[src/shared/hpr_pkg.sv]
// constants, layouts and types of the host read port
// assumes a single 200 MHz core clock and a 16-bit host data bus
package hpr_pkg;
   localparam int CLK_PERIOD_NS = 5;
   localparam int ADDR_W = 7;
   localparam int DATA_W = 16;
   localparam int LANE_W = 2;
   localparam int HI_LSB = 2;
   localparam int BURST_MAX = 16;
   localparam int BCNT_W = 5;
   localparam int BUF_DEPTH = 2;
   // word offsets on host address lines 7..1
   localparam logic [4:0] RXD_HI = 5'h00;
   localparam logic [6:0] RXS_WORD = 7'h20;
   localparam logic [6:0] TXS_WORD = 7'h24;
   localparam logic [DATA_W-1:0] EMPTY_WORD = 16'h0000;
   localparam logic [BCNT_W-1:0] BCNT_ZERO = 5'h00;
   localparam logic [BCNT_W-1:0] BCNT_ONE = 5'h01;
   localparam logic [BCNT_W-1:0] BCNT_LIMIT = 5'h10;

   typedef enum logic [1:0] {
      TGT_CSR,
      TGT_RXD,
      TGT_RXS,
      TGT_TXS
   } hpr_target_t;

   typedef struct packed {
      hpr_target_t tgt;
      logic [LANE_W-1:0] lane;
   } hpr_access_t;

   typedef enum logic {
      ST_IDLE,
      ST_ACTIVE
   } hpr_state_t;
endpackage : hpr_pkg

[src/hdl/hpr_read_port.sv]
// host read port: strobe sync, decode, snapshot, fifo pops, rx buffer
// assumes pins asynchronous to clk_in; csr_rdata_in follows csr_addr_out
//
// Contract
// - Register data, counters included, is captured at the start of each read access.
// - An access runs while chip select and read strobe are both low and ends when either rises, in any order.
// - A register burst allows up to 16 word reads, one per address change, with strobes held low.
// - With fifo select high the upper address is ignored and the next rx data word is returned.
// - Fifo-direct bursts are unlimited in length while the strobes stay low.
// - Fifo-direct reads still use address bits 2 and 1 and ignore bits 7 to 3.
// - Register mode reaches the registers, the rx data fifo and both status fifos.
`timescale 1ns/1ps
`default_nettype none
module hpr_read_port #(
   parameter int DATA_W = hpr_pkg::DATA_W
) (
   // clock and reset
   input wire logic clk_in,
   input wire logic rst_in,
   // host pins
   input wire logic chip_select_n_in,
   input wire logic read_strobe_n_in,
   input wire logic fifo_sel_in,
   input wire logic [hpr_pkg::ADDR_W-1:0] addr_in,
   output logic [DATA_W-1:0] data_out,
   output logic data_oe_out,
   // rx data word source
   input wire logic [DATA_W-1:0] rx_word_in,
   input wire logic rx_valid_in,
   output logic rx_ready_out,
   // status fifo heads
   input wire logic [DATA_W-1:0] rxs_word_in,
   input wire logic [DATA_W-1:0] txs_word_in,
   output logic rxs_pop_out,
   output logic txs_pop_out,
   // register file
   output logic [hpr_pkg::ADDR_W-1:0] csr_addr_out,
   input wire logic [DATA_W-1:0] csr_rdata_in,
   output logic csr_snap_out,
   // status
   output logic [hpr_pkg::LANE_W-1:0] lane_out,
   output logic rx_underrun_out,
   output logic burst_over_out
);
   localparam int AW = hpr_pkg::ADDR_W;

   function automatic hpr_pkg::hpr_access_t decode(
      input logic fs,
      input logic [AW-1:0] a
   );
      hpr_pkg::hpr_access_t d;
      d.lane = a[hpr_pkg::LANE_W-1:0];
      if (fs) begin
         d.tgt = hpr_pkg::TGT_RXD;
      end else if (a[AW-1:hpr_pkg::HI_LSB] == hpr_pkg::RXD_HI) begin
         d.tgt = hpr_pkg::TGT_RXD;
      end else if (a == hpr_pkg::RXS_WORD) begin
         d.tgt = hpr_pkg::TGT_RXS;
      end else if (a == hpr_pkg::TXS_WORD) begin
         d.tgt = hpr_pkg::TGT_TXS;
      end else begin
         d.tgt = hpr_pkg::TGT_CSR;
      end
      return d;
   endfunction : decode

   // two-flop synchronisers; the host holds address and select like
   // address lines, so a third address stage confirms a settled value
   logic cs_s1_r, cs_s2_r, rd_s1_r, rd_s2_r, fs_s1_r, fs_s2_r;
   logic [AW-1:0] a_s1_r, a_s2_r, a_s3_r;
   always_ff @(posedge clk_in or posedge rst_in) begin
      if (rst_in) begin
         {cs_s1_r, cs_s2_r, rd_s1_r, rd_s2_r} <= 4'hF;
         {fs_s1_r, fs_s2_r} <= 2'h0;
         a_s1_r <= '0;
         a_s2_r <= '0;
         a_s3_r <= '0;
      end else begin
         {cs_s1_r, cs_s2_r} <= {chip_select_n_in, cs_s1_r};
         {rd_s1_r, rd_s2_r} <= {read_strobe_n_in, rd_s1_r};
         {fs_s1_r, fs_s2_r} <= {fifo_sel_in, fs_s1_r};
         a_s1_r <= addr_in;
         a_s2_r <= a_s1_r;
         a_s3_r <= a_s2_r;
      end
   end

   hpr_pkg::hpr_state_t state_r, state_nxt;
   hpr_pkg::hpr_access_t cur_r;
   logic [AW-1:0] cur_addr_r;
   logic got_r;
   logic [hpr_pkg::BCNT_W-1:0] bcnt_r;
   logic [DATA_W-1:0] data_r;

   // two-entry rx buffer
   logic [DATA_W-1:0] mem_r [hpr_pkg::BUF_DEPTH];
   logic wp_r, rp_r;
   logic [1:0] cnt_r;

   wire logic act = !cs_s2_r && !rd_s2_r;
   wire logic stable = (a_s2_r == a_s3_r);
   wire hpr_pkg::hpr_access_t acc = decode(fs_s2_r, a_s2_r);
   wire logic start = (state_r == hpr_pkg::ST_IDLE) && act && stable;
   // any address change inside a burst closes the current word
   wire logic fin = (state_r == hpr_pkg::ST_ACTIVE) &&
                    (!act || (stable && a_s2_r != cur_addr_r));
   wire logic buf_empty = (cnt_r == 2'h0);
   wire logic push = rx_valid_in && rx_ready_out;
   wire logic pop = fin && cur_r.tgt == hpr_pkg::TGT_RXD && got_r;
   wire logic [1:0] cnt_nxt = cnt_r + {1'b0, push} - {1'b0, pop};
   wire logic reg_mode = !fs_s2_r;
   wire logic over = start && reg_mode && bcnt_r == hpr_pkg::BCNT_LIMIT;
   // counters in the register file are frozen at the access start
   wire logic [DATA_W-1:0] sel_word =
      (acc.tgt == hpr_pkg::TGT_RXD) ?
         (buf_empty ? hpr_pkg::EMPTY_WORD : mem_r[rp_r]) :
      (acc.tgt == hpr_pkg::TGT_RXS) ? rxs_word_in :
      (acc.tgt == hpr_pkg::TGT_TXS) ? txs_word_in : csr_rdata_in;

   always_comb begin
      state_nxt = state_r;
      case (state_r)
         hpr_pkg::ST_IDLE: begin
            if (start) begin
               state_nxt = hpr_pkg::ST_ACTIVE;
            end
         end
         hpr_pkg::ST_ACTIVE: begin
            if (fin) begin
               state_nxt = hpr_pkg::ST_IDLE;
            end
         end
         default: state_nxt = hpr_pkg::ST_IDLE;
      endcase
   end

   always_ff @(posedge clk_in or posedge rst_in) begin
      if (rst_in) begin
         state_r <= hpr_pkg::ST_IDLE;
         cur_r <= '0;
         cur_addr_r <= '0;
         got_r <= 1'b0;
         data_r <= '0;
      end else begin
         state_r <= state_nxt;
         if (start) begin
            cur_r <= acc;
            cur_addr_r <= a_s2_r;
            got_r <= !buf_empty;
            data_r <= sel_word;
         end
      end
   end

   // burst word count; fifo-direct starts never count toward the limit
   always_ff @(posedge clk_in or posedge rst_in) begin
      if (rst_in) begin
         bcnt_r <= hpr_pkg::BCNT_ZERO;
         burst_over_out <= 1'b0;
      end else if (!act) begin
         bcnt_r <= hpr_pkg::BCNT_ZERO;
         burst_over_out <= 1'b0;
      end else if (start && reg_mode) begin
         if (bcnt_r != hpr_pkg::BCNT_LIMIT) begin
            bcnt_r <= bcnt_r + hpr_pkg::BCNT_ONE;
         end
         burst_over_out <= burst_over_out || over;
      end
   end

   always_ff @(posedge clk_in or posedge rst_in) begin
      if (rst_in) begin
         data_oe_out <= 1'b0;
         rxs_pop_out <= 1'b0;
         txs_pop_out <= 1'b0;
         csr_snap_out <= 1'b0;
         lane_out <= '0;
         rx_underrun_out <= 1'b0;
      end else begin
         data_oe_out <= act;
         rxs_pop_out <= fin && cur_r.tgt == hpr_pkg::TGT_RXS;
         txs_pop_out <= fin && cur_r.tgt == hpr_pkg::TGT_TXS;
         csr_snap_out <= start;
         if (start) begin
            lane_out <= acc.lane;
            rx_underrun_out <= acc.tgt == hpr_pkg::TGT_RXD && buf_empty;
         end
      end
   end

   always_ff @(posedge clk_in or posedge rst_in) begin
      if (rst_in) begin
         wp_r <= 1'b0;
         rp_r <= 1'b0;
         cnt_r <= 2'h0;
         rx_ready_out <= 1'b0;
      end else begin
         if (push) begin
            wp_r <= !wp_r;
         end
         if (pop) begin
            rp_r <= !rp_r;
         end
         cnt_r <= cnt_nxt;
         rx_ready_out <= cnt_nxt != 2'h2;
      end
   end

   always_ff @(posedge clk_in) begin
      if (push) begin
         mem_r[wp_r] <= rx_word_in;
      end
   end

   assign data_out = data_r;
   assign csr_addr_out = a_s2_r;

   snap_on_start_a: assert property (@(posedge clk_in) disable iff (rst_in)
      start && acc.tgt == hpr_pkg::TGT_CSR |=>
         csr_snap_out && data_out == $past(csr_rdata_in))
      else $error("register data not captured at access start");
   oe_follows_strobes_a: assert property (@(posedge clk_in)
      disable iff (rst_in) ##1 data_oe_out == $past(act))
      else $error("data enable not tied to both strobes low");
   status_pop_once_a: assert property (@(posedge clk_in)
      disable iff (rst_in) rxs_pop_out |=> !rxs_pop_out)
      else $error("status fifo popped twice for one read");
   fifo_sel_route_a: assert property (@(posedge clk_in)
      disable iff (rst_in) start && fs_s2_r |=> cur_r.tgt == hpr_pkg::TGT_RXD)
      else $error("fifo select read not routed to rx data");
   lane_kept_a: assert property (@(posedge clk_in) disable iff (rst_in)
      start && fs_s2_r |=> lane_out == $past(a_s2_r[hpr_pkg::LANE_W-1:0]))
      else $error("low address bits lost in fifo direct read");
   burst_limit_a: assert property (@(posedge clk_in)
      disable iff (rst_in)
      start && reg_mode && bcnt_r == hpr_pkg::BCNT_LIMIT |=> burst_over_out)
      else $error("seventeenth register burst word not flagged");
   fifo_unlimited_a: assert property (@(posedge clk_in)
      disable iff (rst_in) start && fs_s2_r |=> !$rose(burst_over_out))
      else $error("fifo direct burst flagged as too long");
   status_route_a: assert property (@(posedge clk_in)
      disable iff (rst_in) start && reg_mode && a_s2_r == hpr_pkg::TXS_WORD
      |=> cur_r.tgt == hpr_pkg::TGT_TXS ##1 1'b1)
      else $error("tx status address not routed");
   buffer_drain_a: assert property (@(posedge clk_in)
      disable iff (rst_in) pop && !push |=> cnt_r == $past(cnt_r) - 2'h1)
      else $error("rx buffer count wrong after a completed read");
   buffer_word_a: assert property (@(posedge clk_in)
      disable iff (rst_in) start && acc.tgt == hpr_pkg::TGT_RXD && !buf_empty
      |=> data_out == $past(mem_r[rp_r]))
      else $error("rx data word not presented");
endmodule : hpr_read_port
`default_nettype wire

[config.mk]
export PLATFORM = sky130hd
export DESIGN_NAME = hpr_read_port
export DESIGN_NICKNAME = d
export VERILOG_FILES = /design/src/shared/hpr_pkg.sv /design/src/hdl/hpr_read_port.sv
export SDC_FILE = /design/constraint.sdc
export NUM_CORES = 1
export LEC_CHECK = 0
export BUFFER_PORTS_ARGS = -buffer_cell sky130_fd_sc_hd__buf_2
export CORE_MARGIN = 10
export CORE_UTILIZATION = 47
export DETAILED_ROUTE_END_ITERATION = 8
export HOLD_SLACK_MARGIN = 0.06
export PLACE_DENSITY = 0.8
export REMOVE_ABC_BUFFERS = 1
export SLEW_MARGIN = 20
export SYNTH_ARGS = -nofsm -noshare
export SYNTH_HDL_FRONTEND = slang
export SYNTH_SLANG_ARGS = --single-unit
[constraint.sdc]
create_clock -name clk_in -period 2 [get_ports clk_in]
set_input_delay 0.4 -clock clk_in [delete_from_list [all_inputs] [get_ports clk_in]]
set_output_delay 0.4 -clock clk_in [all_outputs]
set_load 0.01 [all_outputs]
* Word-level counts from Yosys, hierarchy flattened
Memories as Yosys holds them, arrays and structs flattened.
Index checks and enable logic that the tools add are counted.
** Storage, ports and cells
- Bits in registers :: 72
- Bits in latches :: 0
- Memory bits (writable) :: 32
- ROM bits :: 0
- Input port bits :: 77
- Output and inout port bits :: 32
- Word-level logic and storage cells :: 89
- Memories :: 1
** Memories
- mem_r :: depth 2, bits a word 16, read ports 1, clocked after Yosys merged registers in 0, wr ports 1, RTL line hpr_read_port.sv:96 : logic [DATA_W-1:0] mem_r [hpr_pkg::BUF_DEPTH];
** Cells by class
- $add $sub $neg :: 3
- Multiply operators :: 0
- Div/mod/pow operators :: 0
- Magnitude comparators :: 0
- Eq/ne operators :: 15
- Shift-type cells :: 0
- Mux-type cells :: 18
- Bitwise operators :: 1
- Reductions and logical operators :: 25
** Operator list (number)
- two-way mux 16 bit :: 4
- two-way mux 5 bit :: 3
- equality test 7 x 6 -> 1 bit (second input constant) :: 2
- logical AND 1 bit :: 13
- equality test 2 bit (second input constant) :: 4
- two-way mux 2 bit :: 4
- equality test 7 bit :: 1
- zero test 1 bit :: 7
- != test 7 bit :: 1
- two-way mux 1 bit :: 6
- adder 5 x 1 -> 5 bit (second input constant) :: 1
- equality test 5 bit (second input constant) :: 1
- zero test 5 bit :: 1
- != test 5 bit (second input constant) :: 1
- equality test 2 x 1 -> 1 bit (second input constant) :: 2
- != test 2 x 1 -> 1 bit (second input constant) :: 2
- adder 2 x 1 -> 2 bit :: 1
- zero test 2 bit :: 1
- logical OR 1 bit :: 2
- != test 2 bit (second input constant) :: 1
- one-hot mux 1 bit (2 select lines) :: 1
- AND reduction 2 bit :: 1
- subtractor 2 x 1 -> 2 bit :: 1
- NOT 1 bit :: 1

* Longest topological paths before layout
- Word-level depth :: 9
- Gate-level depth with buffers :: 12

* Worst setup path before layout
OpenSTA, ideal clock, no wires.
- Path type :: reg-to-reg
- Start point :: register a_s2_r[4], in the netlist csr_addr_out[4]
- End point :: register rx_ready_out
- Library setup time :: 123 ps
- Arrival time :: 2117 ps
- Required time :: 1877 ps
- Path slack :: -240 ps
- Cell stages (with the launch flop) :: 12
- Buffers on the path :: 0
- Clock period less this slack :: 2240 ps
- Cells stage by stage :: dfrtp_1 > xor2_1 > nor4_1 > a211oi_1 > o211ai_1 > inv_1 > ha_1 > inv_1 > ha_1 > xnor2_1 > xnor2_1 > nand2b_1
** On the way
- Longest elaborated chain between the ends :: 8
- Elaborated cells on any way between the ends :: 9
- Classes of those cells :: 1 x add/sub; 3 x eq/ne; 5 x reduce/logical
** Ends and longest elaborated chain
- start, declared :: RTL line hpr_read_port.sv:70 : logic [AW-1:0] a_s1_r, a_s2_r, a_s3_r;
- start signal, assigned :: RTL line hpr_read_port.sv:83 : a_s2_r <= a_s1_r;
- equality test 7 bit / != test 7 bit (equally long branches) :: RTL line hpr_read_port.sv:101, hpr_read_port.sv:106
- logical AND 1 bit (*) :: RTL line hpr_read_port.sv:106 : (!act || (stable && a_s2_r != cur_addr_r));
- logical OR 1 bit (*) :: RTL line hpr_read_port.sv:106
- logical AND 1 bit (*) :: RTL line hpr_read_port.sv:105 : wire logic fin = (state_r == hpr_pkg::ST_ACTIVE) &&
- logical AND 1 bit (*) (2 in a row) :: RTL line hpr_read_port.sv:109 : wire logic pop = fin && cur_r.tgt == hpr_pkg::TGT_RXD && got_r;
- named net pop :: RTL line hpr_read_port.sv:109
- subtractor 2 x 1 -> 2 bit (*) :: RTL line hpr_read_port.sv:110 : wire logic [1:0] cnt_nxt = cnt_r + {1'b0, push} - {1'b0, pop};
- named net cnt_nxt[1] :: RTL line hpr_read_port.sv:110
- != test 2 bit (*) :: RTL line hpr_read_port.sv:205 : rx_ready_out <= cnt_nxt != 2'h2;
- end signal, assigned :: RTL line hpr_read_port.sv:196 : rx_ready_out <= 1'b0;
- end signal, assigned :: RTL line hpr_read_port.sv:205
- end, declared :: RTL line hpr_read_port.sv:30 : output logic rx_ready_out,
The timed path passes the listed nets; every way through them passes the cells marked *.
A chain may end at the register's enable or synchronous reset.

* Worst setup path in the final report
Ends and elaborated chain as after synthesis.

==> results.md <==
Power:
- Sequential cells account for 56.0% of the total power.
- Of the total power, the share spent switching nets is about 28%.
- The analysis attributes to cell leakage a power of around 2.4 nW.
- The switching power total is ~1.3 mW.
- The clock network accounts for 26.0% of the total power.
- Per report_power, the combinational group accounts for 17.9% of the total.
- The design internal power is 3.30 mW.
- The power density normalized to cell area is 856 nW/µm².
- The maximum vdd drop is between 0.0005 and 0.0006 V.
- The completed layout was analyzed and its total power is between 4 and 5 mW.

Finish:
- Relative to the synthesized area, the layout overhead comes to 25.8%.
- The number of diodes added for antenna fixing is 0.
- Summing all non-filler instances in the final layout gives an area of ~5300 µm².
- The fraction of layout cells with a size suffix above 1 is 42.9%.
- The net count of the finished layout is about 540.

Job:
- The number of violations of the max-capacitance limit is 0.

Setup path:
- The data arrival time of the worst path is about 2.6 ns.
- On the critical path the largest part of the delay comes from XOR/XNOR gates.
- STA classifies the critical path startpoint as a flop.
- Together, buffers and inverters on the worst path number 2.
- In this run the critical register-to-register path is captured at rx_ready_out.
- The worst register-to-register path has a depth of 11.
- The maximum cell stage delay along the critical path is ~0.45 ns.
- Walking the worst path, the cells encountered are xor2_1 > nor4_2 > a211oi_2 > o211ai_1 > inv_1 > ha_1 > inv_2 > ha_4 > xnor2_2 > xnor2_1 > nand2b_1.
- The critical-path cell with the highest stage delay is dfrtp_2.
- Data on the critical path is required at its endpoint by between 2 and 2.5 ns.
- STA classifies the critical path endpoint as a flop.
- In this run the worst path has a maximum fanout of 5.
- The setup check on the worst reg-to-reg path leaves a slack of -0.34 ns.
- The worst register-to-register path begins at csr_addr_out[4].
- The critical path is of the reg2reg type.

Hold path:
- The path class of the lowest-slack min-delay path is in2async.

Routing:
- The count of vias placed by the detailed router is approximately 3000.
- The pre-antenna-repair detailed-routing pass consisted of 4 iterations.
- The number of nets still failing antenna checks after routing is 0.
- The number of vias per cell is 5.22.
- Summed over all layers, the routed wires come to between 9000 and 10000 µm.
- After detailed routing, the average wire length per cell comes to 17.0 µm.
- The number of DRC violations after detailed routing is 0.
- The initial detailed-routing violation count is between 150 and 200.

STA:
- Setup repair after global routing could not meet its margin everywhere.
- For the pin with the worst max-slew slack, the measured transition is around 0.37 ns.
- Of the available clock period, the critical path in the final layout requires 117%.
- Based on the critical path, the design can be clocked at up to roughly 430 MHz.
- The routed design could run at a clock period as short as around 2.3 ns.
- The final setup skew is about 0.012 ns.
- The max-slew violation count was 0.
- The final setup violation count is 2.
- The max-slew headroom at the worst pin is about three quarters.
- The final hold violation count is 0.
- The final critical-path setup slack is -0.344 ns.

Synthesis:
- The synthesized cell area is roughly 4200 µm².
- After synthesis the netlist holds a flip-flop and latch count of roughly 100.
- By area the synthesized netlist is led by dfrtp_1 (39%), edfxtp_1 (23%), mux2_2 (6.4%), mux2i_1 (4.2%), nand2_1 (3.1%).
- For this run, the leading register cell type out of synthesis is dfrtp_1.
- After synthesis, the share of flip-flops with an asynchronous set or reset is a little under 70%.
- Sorting the synthesized cells by how often they occur yields dfrtp_1 (66), nand2_1 (35), nor2_1 (33).
- The most frequent cell after synthesis is dfrtp_1.
- The number of cells produced by synthesis is 331.
- The mean instance size in the synthesized netlist is 12.8 µm².
- The top cell type by total area after synthesis is dfrtp_1.
- The number of library cell types mapped by synthesis is 34.
- Sequential elements use a little under two thirds of the synthesized area.
- The number of enable flip-flop cells after synthesis is 32.
- After synthesis, the largest area contributor takes up 38.9% of total cell area.
- The number of warnings reported in the yosys synthesis log is 0.

Placed design:
- Summing all placed instances gives a cell area of ~5100 µm².
- The placed wire-length estimate after detailed placement is roughly 7200 µm.
- The global placer's final weighted congestion is around 0.78.
- The count of input and output buffers is about 110.

Die:
- The die extent in y is 115 µm.
- The die covers ~13000 µm².
- For this configuration, the core starts out at a cell density of between 40% and 50%.
- Pin placement for this block handled around 110 I/O pins.
- The total number of placement rows is 34.
- The chip width is 115 µm.
- The placeable core region is between 8000 and 9000 µm².

CTS:
- For the worst-skew pair, the clock arrives at the later sink with an insertion delay of approximately 0.36 ns.
- The root buffer cell is clkbuf_8.
- The number of clock buffers added by TritonCTS is 9.
- The H-tree was split into 3 levels.
- TritonCTS built the clock tree.
- The maximum buffer depth of the clock tree is 2.
- The clock transition at the register clock pins on the worst setup and hold paths after CTS is approximately 0.090 ns.
- The clock net sink count is 102.

Global routing:
- The number of global-route vias before repair is about 3200.
- The initial antenna violation count is 2.
- The first-pass GRT wire length is around 15000 µm.
- The global-route usage over all layers is between 10% and 20%.
- The pin count of the biggest net entering global routing is 71.
- For this run the aggregate overflow at the end of global routing stands at 0.

Status:
- The flow ran to the end, but the final reports show violations.
- The checks that failed: negative setup slack.
==> per-layer routing <==
metal  up-vias  global-route usage [%]  part of all wire (%)
met3        13                    6.98                   9.7
met5         -                       0                  0.18
met4         2                    3.88                   1.4
met2       114                    24.3                    48
li1       1431                       -                     -
met1      1448                    17.0                    41
==> layout by cell type, fill, tap and decap left out, types with 12 or more instances in the layout <==
master,count
buf_2,108
dfrtp_1,65
nand2_1,35
nor2_1,33
edfxtp_1,32
buf_4,29
mux2_2,24
mux2i_1,18
a31oi_1,17
o211ai_1,16
xnor2_1,12
==> area by class of cell <==
class,count,area [µm²]
inverters,7,26.3
fillers,704,3420
multi-input cells,200,1430
well taps,108,135
flip-flops and latches,102,2720
clock buffers,10,128
repair buffers,143,852
clock inverters,6,55.1
==> state kept, by name, summed over array words and instances (netlist names), 2 cells and up <==
register,flops
bcnt_r,5
csr_addr_out,7
a_s3_r,7
data_out,16
mem_r,32
cnt_r,2
a_s1_r,7
cur_r,2
cur_addr_r,7
==> logic make-up after synthesis <==
kind of cell | count (synthesis) | share of synthesized area [%]
adder cells (fa/ha/maj) | 4 | 1.18
multiplexers | 42 | 10.6
AO/OA/AOI/OAI | 42 | 6.66
buffers and inverters | 29 | 3.68
flip-flops | 102 | 64.0
AND/OR/NAND/NOR | 91 | 9.60
XOR/XNOR | 21 | 4.33
==> worst reg2reg max path, delay by kind of cell (launching register included) <==
family	cells	cell delay (ns)
AO/OA/AOI/OAI	2	0.35
XOR/XNOR	3	0.49
adder cells (fa/ha/maj)	2	0.44
buffers and inverters	2	0.11
flip-flops	1	0.45
AND/OR/NAND/NOR	2	0.38
==> stage by stage <==
stage / TNS (ns) / utilization [%] / instances / setup WS, ns / hold WS (ns)
final: -0.581 / 61.0 / 576 / -0.344 / 0.112
after global routing: -1.29 / 61.0 / 576 / -0.428 / 0.115
after CTS: -0.599 / 60.6 / 574 / -0.354 / 0.108
after detailed placement: -0.640 / 57.8 / 554 / -0.357 / 0.336
after global placement: -0.521 / 57.8 / 554 / -0.301 / 0.334
after floorplan: -67.28 / - / 309 / -2.03 / 0.331
==> worst max-delay path by stage <==
stage / from / to / slack (ns) / depth (start not counted)
after floorplan: csr_addr_out[2] / cur_addr_r[2] / -2.03 / 4
after global placement: csr_addr_out[4] / rx_ready_out / -0.30 / 11
after detailed placement: csr_addr_out[4] / rx_ready_out / -0.36 / 11
after CTS: csr_addr_out[0] / rx_ready_out / -0.35 / 11
after global routing: csr_addr_out[4] / rx_ready_out / -0.43 / 11
final: csr_addr_out[4] / rx_ready_out / -0.34 / 11
==> repair_timing <==
item                                   4_1_cts  5_1_grt
pin swaps                                    6        3
endpoints found under the hold margin        0        0
setup endpoints to repair                    3       27
hold buffers                                 0        0
gates resized for setup                      6        6
buffers inserted                             4        2
==> power groups by stage <==
stage                     sequential [mW]  clock (mW)  combinational [mW]
after floorplan                      2.62           0               0.400
after global placement               2.58           0               0.764
after detailed placement             2.60           0               0.784
after CTS                            2.56        1.23               0.815
final                                2.56        1.19               0.821
after global routing                 2.59        1.31               0.904
(Power assumes the default switching activity.)
